$ cat src/blfm_pkg.sv
// Purpose: shared constants and types for the backlight fault monitor
// Assumes: 25 MHz reference clock
// Notes:   flag bit positions follow the fault flag byte layout
`default_nettype none
package blfm_pkg;
    // ------------------------------------------------------------
    // timing
    // ------------------------------------------------------------
    localparam int CLK_HZ          = 25000000;
    localparam int OVP_PERSIST_US  = 1000;
    localparam int OCP_WINDOW_US   = 128;
    localparam int BLANK_US        = 4000;
    localparam int OVP_PERSIST_CYC = (OVP_PERSIST_US * (CLK_HZ / 1000000));
    localparam int OCP_WINDOW_CYC  = (OCP_WINDOW_US * (CLK_HZ / 1000000));
    localparam int BLANK_CYC       = (BLANK_US * (CLK_HZ / 1000000));
    localparam int OVP_OPEN_COUNT  = 3;
    localparam int OCP_MIN_EVENTS  = 2;
    localparam int OCP_WINDOWS     = 8;
    // ------------------------------------------------------------
    // addresses and field positions
    // ------------------------------------------------------------
    localparam logic [6:0] ADDR_LOW  = 7'h36;
    localparam logic [6:0] ADDR_HIGH = 7'h37;
    localparam int FLAG_OVP   = 0;
    localparam int FLAG_OCP   = 1;
    localparam int FLAG_SHORT = 3;
    localparam int FLAG_OPEN  = 4;
    localparam int SD_OVP     = 0;
    localparam int SD_OCP     = 1;
    localparam logic [7:0] FLAGS_RESET = 8'h00;
    // switching frequency choices
    typedef enum logic [2:0] {
        BLFM_F250K = 3'b001,
        BLFM_F500K = 3'b010,
        BLFM_F1M   = 3'b100
    } blfm_freq_e;
    // analog comparator events
    typedef struct packed {
        logic ovp_hit;
        logic ocp_hit;
        logic [2:0] sink_low;
        logic [2:0] short_hit;
    } blfm_comp_s;
endpackage
`default_nettype wire

$ cat src/blfm_ocp_density.sv
// Purpose: overcurrent pulse density counter over fixed windows
// Assumes: one event pulse per overcurrent hit
// Notes:   events in the blank interval are not counted
`default_nettype none
module blfm_ocp_density (
    input  wire logic clk,
    input  wire logic rst_n,
    input  wire logic event_hit,
    input  wire logic blank,
    output logic      trip
);
    logic [12:0] win_cnt, next_win_cnt;
    logic [1:0]  ev_cnt, next_ev_cnt;
    logic [3:0]  run, next_run;
    logic        next_trip;
    // ------------------------------------------------------------
    // window counting
    // ------------------------------------------------------------
    // density window and run of dense windows
    always_comb begin
        next_win_cnt = win_cnt + 13'h1;
        next_ev_cnt  = ev_cnt;
        next_run     = run;
        next_trip    = 1'b0;
        if (event_hit && !blank && ev_cnt != 2'h2) begin
            next_ev_cnt = ev_cnt + 2'h1;
        end
        if (blank) begin
            next_win_cnt = 13'h0;
            next_ev_cnt  = 2'h0;
            next_run     = 4'h0;
        end else if (win_cnt == 13'(blfm_pkg::OCP_WINDOW_CYC - 1)) begin
            next_win_cnt = 13'h0;
            if (next_ev_cnt >= 2'(blfm_pkg::OCP_MIN_EVENTS)) begin
                next_run = (run == 4'(blfm_pkg::OCP_WINDOWS - 1)) ? 4'h0 : run + 4'h1;
                next_trip = (run == 4'(blfm_pkg::OCP_WINDOWS - 1));
            end else begin
                next_run = 4'h0;
            end
            // cleared only after the last cycle's event was judged
            next_ev_cnt  = 2'h0;
        end
    end
    always_ff @(posedge clk) begin
        if (!rst_n) begin
            win_cnt <= 13'h0;
            ev_cnt  <= 2'h0;
            run     <= 4'h0;
            trip    <= 1'b0;
        end else begin
            win_cnt <= next_win_cnt;
            ev_cnt  <= next_ev_cnt;
            run     <= next_run;
            trip    <= next_trip;
        end
    end
endmodule
`default_nettype wire

$ cat src/blfm_monitor.sv
// Purpose: fault supervision, frequency mode and address strap of a backlight boost driver
// Assumes: comparator inputs are synchronous to REF_CLK; one-cycle event pulses
// Notes:   flags are sticky and clear on the flag read strobe
//          the strap is taken on the first edge after reset
//          a fault halt is left by a read and enable low, in either order
//          overcurrent events count only after the blank
`default_nettype none
module blfm_monitor (
    input  wire logic              REF_CLK,
    input  wire logic              RESET_N,
    input  wire logic              ADDRESS_SELECT_PIN,
    input  wire logic [7:0]        AUTO_HIGH_THRESH,
    input  wire logic [7:0]        AUTO_LOW_THRESH,
    input  wire logic [7:0]        BRIGHTNESS_MSB,
    input  wire logic              BRIGHTNESS_CHANGE,
    input  wire logic              FREQ_SELECT,
    input  wire logic [1:0]        OVP_SELECT_IN,
    input  wire logic [1:0]        OCP_SELECT_IN,
    input  wire logic [2:0]        SINK_ENABLE,
    input  wire logic              SHORT_DETECT_ENABLE,
    input  wire logic              SHUTDOWN_ON_OVP,
    input  wire logic              SHUTDOWN_ON_OCP,
    input  wire logic              DEVICE_ENABLE,
    input  wire logic              FLAGS_READ,
    input  wire blfm_pkg::blfm_comp_s COMP,
    input  wire logic              OVP_CLEAR,
    input  wire logic              PERIOD_START,
    output logic [6:0]             SLAVE_ADDRESS,
    output logic [7:0]             FAULT_FLAGS,
    output blfm_pkg::blfm_freq_e   SWITCH_FREQ,
    output logic                   BOOST_RUN,
    output logic                   SWITCH_GATE,
    output logic                   DEVICE_ACTIVE,
    output logic [1:0]             OVP_SELECT,
    output logic [1:0]             OCP_SELECT
);
    // ------------------------------------------------------------
    // state
    // ------------------------------------------------------------
    typedef enum logic [2:0] {
        ST_OFF  = 3'b001,
        ST_RUN  = 3'b010,
        ST_HALT = 3'b100
    } blfm_state_e;

    blfm_state_e          state, next_state;
    logic                 strap_done, next_strap_done;
    logic [6:0]           next_slave_address;
    logic [7:0]           next_fault_flags;
    blfm_pkg::blfm_freq_e next_switch_freq;
    logic                 next_boost_run, next_switch_gate, next_device_active;
    // overvoltage hold, timer and trip count
    logic                 ovp_hold, next_ovp_hold;
    logic [14:0]          ovp_cnt, next_ovp_cnt;
    logic [1:0]           trip_cnt, next_trip_cnt;
    // blank timer and halt bookkeeping
    logic [16:0]          blank_cnt, next_blank_cnt;
    logic                 read_seen, next_read_seen;
    // helpers
    logic                 ocp_trip;
    logic                 blank;
    logic                 sink_low_any;
    logic                 ovp_long;

    // decode of any enabled sink showing a condition
    function automatic logic any_enabled(input logic [2:0] cond, input logic [2:0] en);
        any_enabled = |(cond & en);
    endfunction

    // shared by the flag logic below
    assign sink_low_any = any_enabled(COMP.sink_low, SINK_ENABLE);
    assign blank        = (blank_cnt != 17'h0);
    assign ovp_long     = (ovp_cnt == 15'(blfm_pkg::OVP_PERSIST_CYC));

    // ------------------------------------------------------------
    // overcurrent density counter
    // ------------------------------------------------------------
    // same blank as the flag logic sees
    // blanked events ignored
    blfm_ocp_density u_density (
        .clk       (REF_CLK),
        .rst_n     (RESET_N),
        .event_hit (COMP.ocp_hit),
        .blank     (blank),
        .trip      (ocp_trip)
    );

    // ------------------------------------------------------------
    // next state
    // ------------------------------------------------------------
    // one process keeps the set-over-clear order in view
    // all supervision state but the density counter computed here, registered below
    always_comb begin
        // defaults hold every value but strap_done, which is set, and the frequency and run outputs, always assigned below
        next_state         = state;
        next_strap_done    = 1'b1;
        next_slave_address = SLAVE_ADDRESS;
        next_fault_flags   = FAULT_FLAGS;
        next_ovp_hold      = ovp_hold;
        next_ovp_cnt       = ovp_cnt;
        next_trip_cnt      = trip_cnt;
        next_blank_cnt     = blank_cnt;
        next_read_seen     = read_seen;
        next_switch_gate   = SWITCH_GATE;

        // strap_done stays high until reset, pin moves ignored
        // strap captured once
        if (!strap_done) begin
            next_slave_address = ADDRESS_SELECT_PIN ? blfm_pkg::ADDR_HIGH : blfm_pkg::ADDR_LOW;
        end

        // high threshold tested first, it wins an overlap
        // frequency choice
        if (AUTO_HIGH_THRESH != 8'h00 || AUTO_LOW_THRESH != 8'h00) begin
            if (BRIGHTNESS_MSB >= AUTO_HIGH_THRESH) begin
                next_switch_freq = blfm_pkg::BLFM_F1M;
            end else if (BRIGHTNESS_MSB < AUTO_LOW_THRESH) begin
                next_switch_freq = blfm_pkg::BLFM_F250K;
            end else begin
                next_switch_freq = blfm_pkg::BLFM_F500K;
            end
        end else begin
            next_switch_freq = FREQ_SELECT ? blfm_pkg::BLFM_F1M : blfm_pkg::BLFM_F500K;
        end

        // clear first, so any later set overrides it
        // read clears flags; set wins below
        if (FLAGS_READ) begin
            next_fault_flags = blfm_pkg::FLAGS_RESET;
            next_read_seen   = 1'b1;
        end

        // a trip with the clear keeps the hold
        // hold switching off until output falls
        if (COMP.ovp_hit) begin
            next_ovp_hold = 1'b1;
        end else if (OVP_CLEAR) begin
            next_ovp_hold = 1'b0;
        end

        // timer saturates, a long excursion flags once
        // persistence timer
        if (!COMP.ovp_hit) begin
            next_ovp_cnt = 15'h0;
        end else if (!ovp_long) begin
            next_ovp_cnt = ovp_cnt + 15'h1;
        end
        if (ovp_cnt == 15'(blfm_pkg::OVP_PERSIST_CYC - 1) && COMP.ovp_hit) begin
            next_fault_flags[blfm_pkg::FLAG_OVP] = 1'b1;
            if (sink_low_any) begin
                next_fault_flags[blfm_pkg::FLAG_OPEN] = 1'b1;
            end
        end

        // a held trip is one occurrence, not many
        // the count survives a flag read
        // count trip onsets with a low sink
        if (COMP.ovp_hit && !ovp_hold && sink_low_any) begin
            if (trip_cnt == 2'(blfm_pkg::OVP_OPEN_COUNT - 1)) begin
                next_trip_cnt = 2'h0;
                next_fault_flags[blfm_pkg::FLAG_OVP]  = 1'b1;
                next_fault_flags[blfm_pkg::FLAG_OPEN] = 1'b1;
            end else begin
                next_trip_cnt = trip_cnt + 2'h1;
            end
        end

        // with several strings on, one sink can mask another
        // headroom short
        if (SHORT_DETECT_ENABLE && any_enabled(COMP.short_hit, SINK_ENABLE)) begin
            next_fault_flags[blfm_pkg::FLAG_SHORT] = 1'b1;
        end

        if (ocp_trip) begin
            next_fault_flags[blfm_pkg::FLAG_OCP] = 1'b1;
        end

        // a current hit wins over a period start
        // cut switch for rest of period
        if (COMP.ocp_hit) begin
            next_switch_gate = 1'b0;
        end else if (PERIOD_START) begin
            next_switch_gate = 1'b1;
        end

        // held loaded while off, so every start-up is blanked
        // blank timer restarts on start-up and brightness change
        if (BRIGHTNESS_CHANGE || state == ST_OFF) begin
            next_blank_cnt = 17'(blfm_pkg::BLANK_CYC);
        end else if (blank) begin
            next_blank_cnt = blank_cnt - 17'h1;
        end

        // halt is left only through off, a held enable stays out
        // enable and shutdown sequencing
        case (state)
            // leaving off starts the blank
            ST_OFF: begin
                if (DEVICE_ENABLE) begin
                    next_state = ST_RUN;
                end
            end
            // a dropped enable wins over a fault
            ST_RUN: begin
                if (!DEVICE_ENABLE) begin
                    next_state = ST_OFF;
                end else if ((SHUTDOWN_ON_OVP && (next_fault_flags[blfm_pkg::FLAG_OVP] ||
                              next_fault_flags[blfm_pkg::FLAG_OPEN])) ||
                             (SHUTDOWN_ON_OCP && next_fault_flags[blfm_pkg::FLAG_OCP])) begin
                    next_state     = ST_HALT;
                    next_read_seen = 1'b0;
                end
            end
            // the read may meet the enable drop
            ST_HALT: begin
                if ((read_seen || FLAGS_READ) && !DEVICE_ENABLE) begin
                    next_state = ST_OFF;
                end
            end
            // illegal code falls back to off
            default: begin
                next_state = ST_OFF;
            end
        endcase

        // next values, so outputs follow the cause by one cycle
        next_device_active = (next_state == ST_RUN);
        next_boost_run     = next_device_active && !next_ovp_hold;
    end

    // ------------------------------------------------------------
    // registers
    // ------------------------------------------------------------
    // no clock enable, every flop updates each edge
    // synchronous reset; the strap is sampled on the first edge after release
    always_ff @(posedge REF_CLK) begin
        if (!RESET_N) begin
            // every flop set to its reset value, the strap included
            state         <= ST_OFF;
            strap_done    <= 1'b0;
            SLAVE_ADDRESS <= blfm_pkg::ADDR_LOW;
            FAULT_FLAGS   <= blfm_pkg::FLAGS_RESET;
            SWITCH_FREQ   <= blfm_pkg::BLFM_F500K;
            BOOST_RUN     <= 1'b0;
            SWITCH_GATE   <= 1'b0;
            DEVICE_ACTIVE <= 1'b0;
            ovp_hold      <= 1'b0;
            ovp_cnt       <= 15'h0;
            trip_cnt      <= 2'h0;
            blank_cnt     <= 17'h0;
            read_seen     <= 1'b0;
            OVP_SELECT    <= 2'h0;
            OCP_SELECT    <= 2'h0;
        end else begin
            state         <= next_state;
            strap_done    <= next_strap_done;
            SLAVE_ADDRESS <= next_slave_address;
            FAULT_FLAGS   <= next_fault_flags;
            SWITCH_FREQ   <= next_switch_freq;
            BOOST_RUN     <= next_boost_run;
            SWITCH_GATE   <= next_switch_gate;
            DEVICE_ACTIVE <= next_device_active;
            ovp_hold      <= next_ovp_hold;
            ovp_cnt       <= next_ovp_cnt;
            trip_cnt      <= next_trip_cnt;
            blank_cnt     <= next_blank_cnt;
            read_seen     <= next_read_seen;

            // one flop only, decoding is left to the analog side
            // threshold selects to the analog side
            OVP_SELECT    <= OVP_SELECT_IN;
            OCP_SELECT    <= OCP_SELECT_IN;
        end
    end
endmodule
`default_nettype wire

$ cat config.mk
export PLATFORM = sky130hd
export DESIGN_NAME = blfm_monitor
export DESIGN_NICKNAME = d
export VERILOG_FILES = /design/src/blfm_pkg.sv /design/src/blfm_ocp_density.sv /design/src/blfm_monitor.sv
export SDC_FILE = /design/constraint.sdc
export NUM_CORES = 1
export LEC_CHECK = 0
export ABC_CLOCK_PERIOD_IN_PS = 3800
export BUFFER_PORTS_ARGS = -buffer_cell sky130_fd_sc_hd__buf_2
export CAP_MARGIN = 10
export CORE_MARGIN = 10
export CORE_UTILIZATION = 40
export CTS_CLUSTER_DIAMETER = 30
export CTS_CLUSTER_SIZE = 24
export DETAILED_ROUTE_END_ITERATION = 8
export PLACE_DENSITY = 0.64
export SYNTH_ARGS = -nofsm -noshare
export SYNTH_HDL_FRONTEND = slang
export SYNTH_HIERARCHICAL = 1
export SYNTH_SLANG_ARGS = --single-unit
$ cat constraint.sdc
create_clock -name REF_CLK -period 3.8 [get_ports REF_CLK]
set_input_delay 0.76 -clock REF_CLK [delete_from_list [all_inputs] [get_ports REF_CLK]]
set_output_delay 0.76 -clock REF_CLK [all_outputs]
set_load 0.01 [all_outputs]
==> summary.txt <==
post-route cell area -> 4310 µm²
Post-synth EDFFs -> 0
top area cells in the synthesized netlist -> dfxtp_1 40%, ha_1 7.1%, nor2_1 5.5%, xor2_1 5.4%, xnor2_1 3.3%
FF+latch area -> 1500 µm²
Antenna Cells -> 0
Synth top cells by count -> 75 x dfxtp_1, 55 x nor2_1, 28 x inv_1
PD cells -> 383 nW/µm²
footprint of the multi-input gates -> 2020 µm²
Setup TNS Final -> 0 ns
Via Count -> 3,078
largest net degree at the start of global routing -> 17
ys flop type -> dfxtp_1
Hold Crit Start -> u_density/win_cnt[0]
IO Port Bufs -> 65
WL/cell -> 13.1 µm
Period minus WS final -> 3.15 ns
Synth area leader -> dfxtp_1
worst vdd ir -> 164 µV
hold_ws -> 0.456 ns
Final HPWL DP -> 6.27 mm
Clock transition at path regs -> 0.08 ns
CP max-delay cell -> or3b_1
post-cts resize count -> 0
worst-path cell chain -> inv_1 > ha_1 > or3b_1 > nor4_1 > nand3_1 > buf_4 > nor3b_1 > mux2_2 > or4_1 > a21oi_1
CTS tree -> built
DRC -> 0
Power Total -> 1.65 mW
Worst EP arrival -> 3.43 ns
Buf/Inv on CP -> 2
CP Max Fanout -> 9
gr usage total -> 12.3%
clk buf depth -> 2
Reg-to-Reg Start -> blank_cnt[0]
Final ANT Viol Nets -> 0
clock root cell -> clkbuf_8
layout cell share with drive strength beyond 1 -> 18.0%
H-tree levels -> 3
io pins -> 76
postcts setup bufs -> 0
die width -> 116 µm
vias per cell -> 5.05
Final Wtd Congestion -> 0.824
area of placed instances -> 4100 µm²
Starting Density -> 40.6%
max cap viols -> 0
initial DRC count -> 73
Worst-Margin Slew -> 0.620 ns
Ys Warns -> 6
RSZ-0062 raised after global routing -> no
TritonCTS Buffers -> 9
post-layout util -> 47.1%
gate count of the mapped netlist -> 429
DRT Pass-1 Iters -> 4
fin nets -> 566
global-route wire length before repair -> 13.6 mm
Sink Count -> 75
mean area per synthesized cell -> 8.67 µm²
Area Overhead vs Synth -> 15.9%
Final Cycle Share -> 82.8%
vias in the first global route -> 3,118
clk_lat worst skew -> 0.35 ns
most frequent cell after synthesis -> dfxtp_1
crit path capture type -> flop
skew final -> 0.0124 ns
Worst EP required -> 4.08 ns
critical path's top delay family -> simple AND/OR/NAND/NOR gates
post-synthesis sequential area ratio -> 40.4%
CP startpoint kind -> flop
CP peak stage delay -> 0.48 ns
area of the core -> 9150 µm²
final hold viol count -> 0
Final Setup Violations -> 0
die height -> 116 µm
relative slew slack -> 58.6%
layout filler cell count -> 889
FMAX -> 318 MHz
GR Overflow Total -> 0
initial antenna violation count -> 1
routed wire length -> 8.01 mm
Leakage -> 1.84 nW
die area -> 13,600 µm²
row count -> 35
Synth cell types -> 55
fin. max-slew vios -> 0
CP Class -> flop to flop
outcome -> complete, no violations
register bit total from synthesis -> 75
Mapped Area -> 3720 µm²
crit path from -> blank_cnt[0]
Yosys top cell area share -> 40.4%
HP Class -> flop to flop
FFs w/ async S/R, synth -> 0%
hold buffer count at cts -> 0
worst paths after layout:
path / to / slack, ns / depth (start not counted)
worst max-delay path: u_density/run[0] / 0.65 / 10
worst max register to register: u_density/run[0] / 0.65 / 10
worst min register to register: u_density/win_cnt[0] / 0.46 / 1
worst min-delay path: u_density/win_cnt[0] / 0.46 / 1
cells by family after synthesis:
| group | after synthesis | share of synthesized area [%] |
|---|---|---|
| xor+xnor | 37 | 8.71 |
| flops | 75 | 40.4 |
| fa+ha+maj | 21 | 7.06 |
| other cells | 2 | 0.202 |
| simple gates | 187 | 27.1 |
| mux | 5 | 1.38 |
| compound gates | 54 | 9.12 |
| buf+inv | 48 | 6.09 |
per-stage QoR:
step / instances / worst slack (ns)
final: 610 / 0.652
after global routing: 610 / 0.391
after CTS: 610 / 0.620
after detailed placement: 594 / 0.633
after global placement: 594 / 0.778
after floorplan: 437 / 0.854
per-layer routing:
layer | vias up | track usage [%] | share of wire [%]
li1 | 1598 | - | -
met1 | 1413 | 13.0 | 43
met2 | 62 | 21.9 | 49
met3 | 5 | 5.08 | 6.8
met4 | 0 | 3.34 | 0.91
met5 | - | 0 | 0
power by group:
part           switching [mW]  internal (mW)  leakage [nW]  total (mW)
Clock                   0.301          0.342         0.106       0.643
Combinational           0.101         0.0822          1.13       0.184
Sequential             0.0179          0.809         0.612       0.827
Total                   0.421           1.23          1.84        1.65
cells in the final DEF (no fill, tap or decap), types with 3 or more instances in the layout:
cell type	n
xnor2_1	14
buf_2	65
nand2b_1	8
nand3_1	20
o211ai_1	3
a21oi_1	21
mux2i_1	4
dfxtp_1	75
clkbuf_8	11
nor3_1	14
xor2_1	23
ha_1	21
nand4_1	9
and3_1	3
or4_1	5
a31oi_1	4
o21ai_0	9
and2_1	8
conb_1	10
nor4bb_1	3
nand3b_1	3
nand2_1	21
nor2b_1	4
a21o_1	3
nor3b_1	6
inv_1	28
nor2_1	55
nor4_1	8
and3_2	3
area by class of cell:
| type | instances | share of cell area [%] |
|---|---|---|
| clock buffers | 11 | 3.51 |
| clock inverters | 5 | 1.39 |
| inverters | 28 | 2.44 |
| multi-input cells | 314 | 46.9 |
| flip-flops and latches | 75 | 34.8 |
| well taps | 111 | 3.22 |
| repair buffers | 66 | 7.72 |
sequential cells by signal, indices dropped and copies added, names as in the netlist:
| signal | flops |
|---|---|
| BOOST_RUN | 1 |
| read_seen | 1 |
| trip_cnt | 2 |
| u_density/trip | 1 |
| blank_cnt | 17 |
| DEVICE_ACTIVE | 1 |
| OCP_SELECT | 2 |
| strap_done | 1 |
| u_density/run | 4 |
| u_density/win_cnt | 13 |
| SWITCH_FREQ | 3 |
| OVP_SELECT | 2 |
| u_density/ev_cnt | 2 |
| SWITCH_GATE | 1 |
| ovp_hold | 1 |
| FAULT_FLAGS | 4 |
| ovp_cnt | 15 |
| state | 3 |
| SLAVE_ADDRESS | 1 |
No activity file was read; power rests on OpenSTA's default activity.
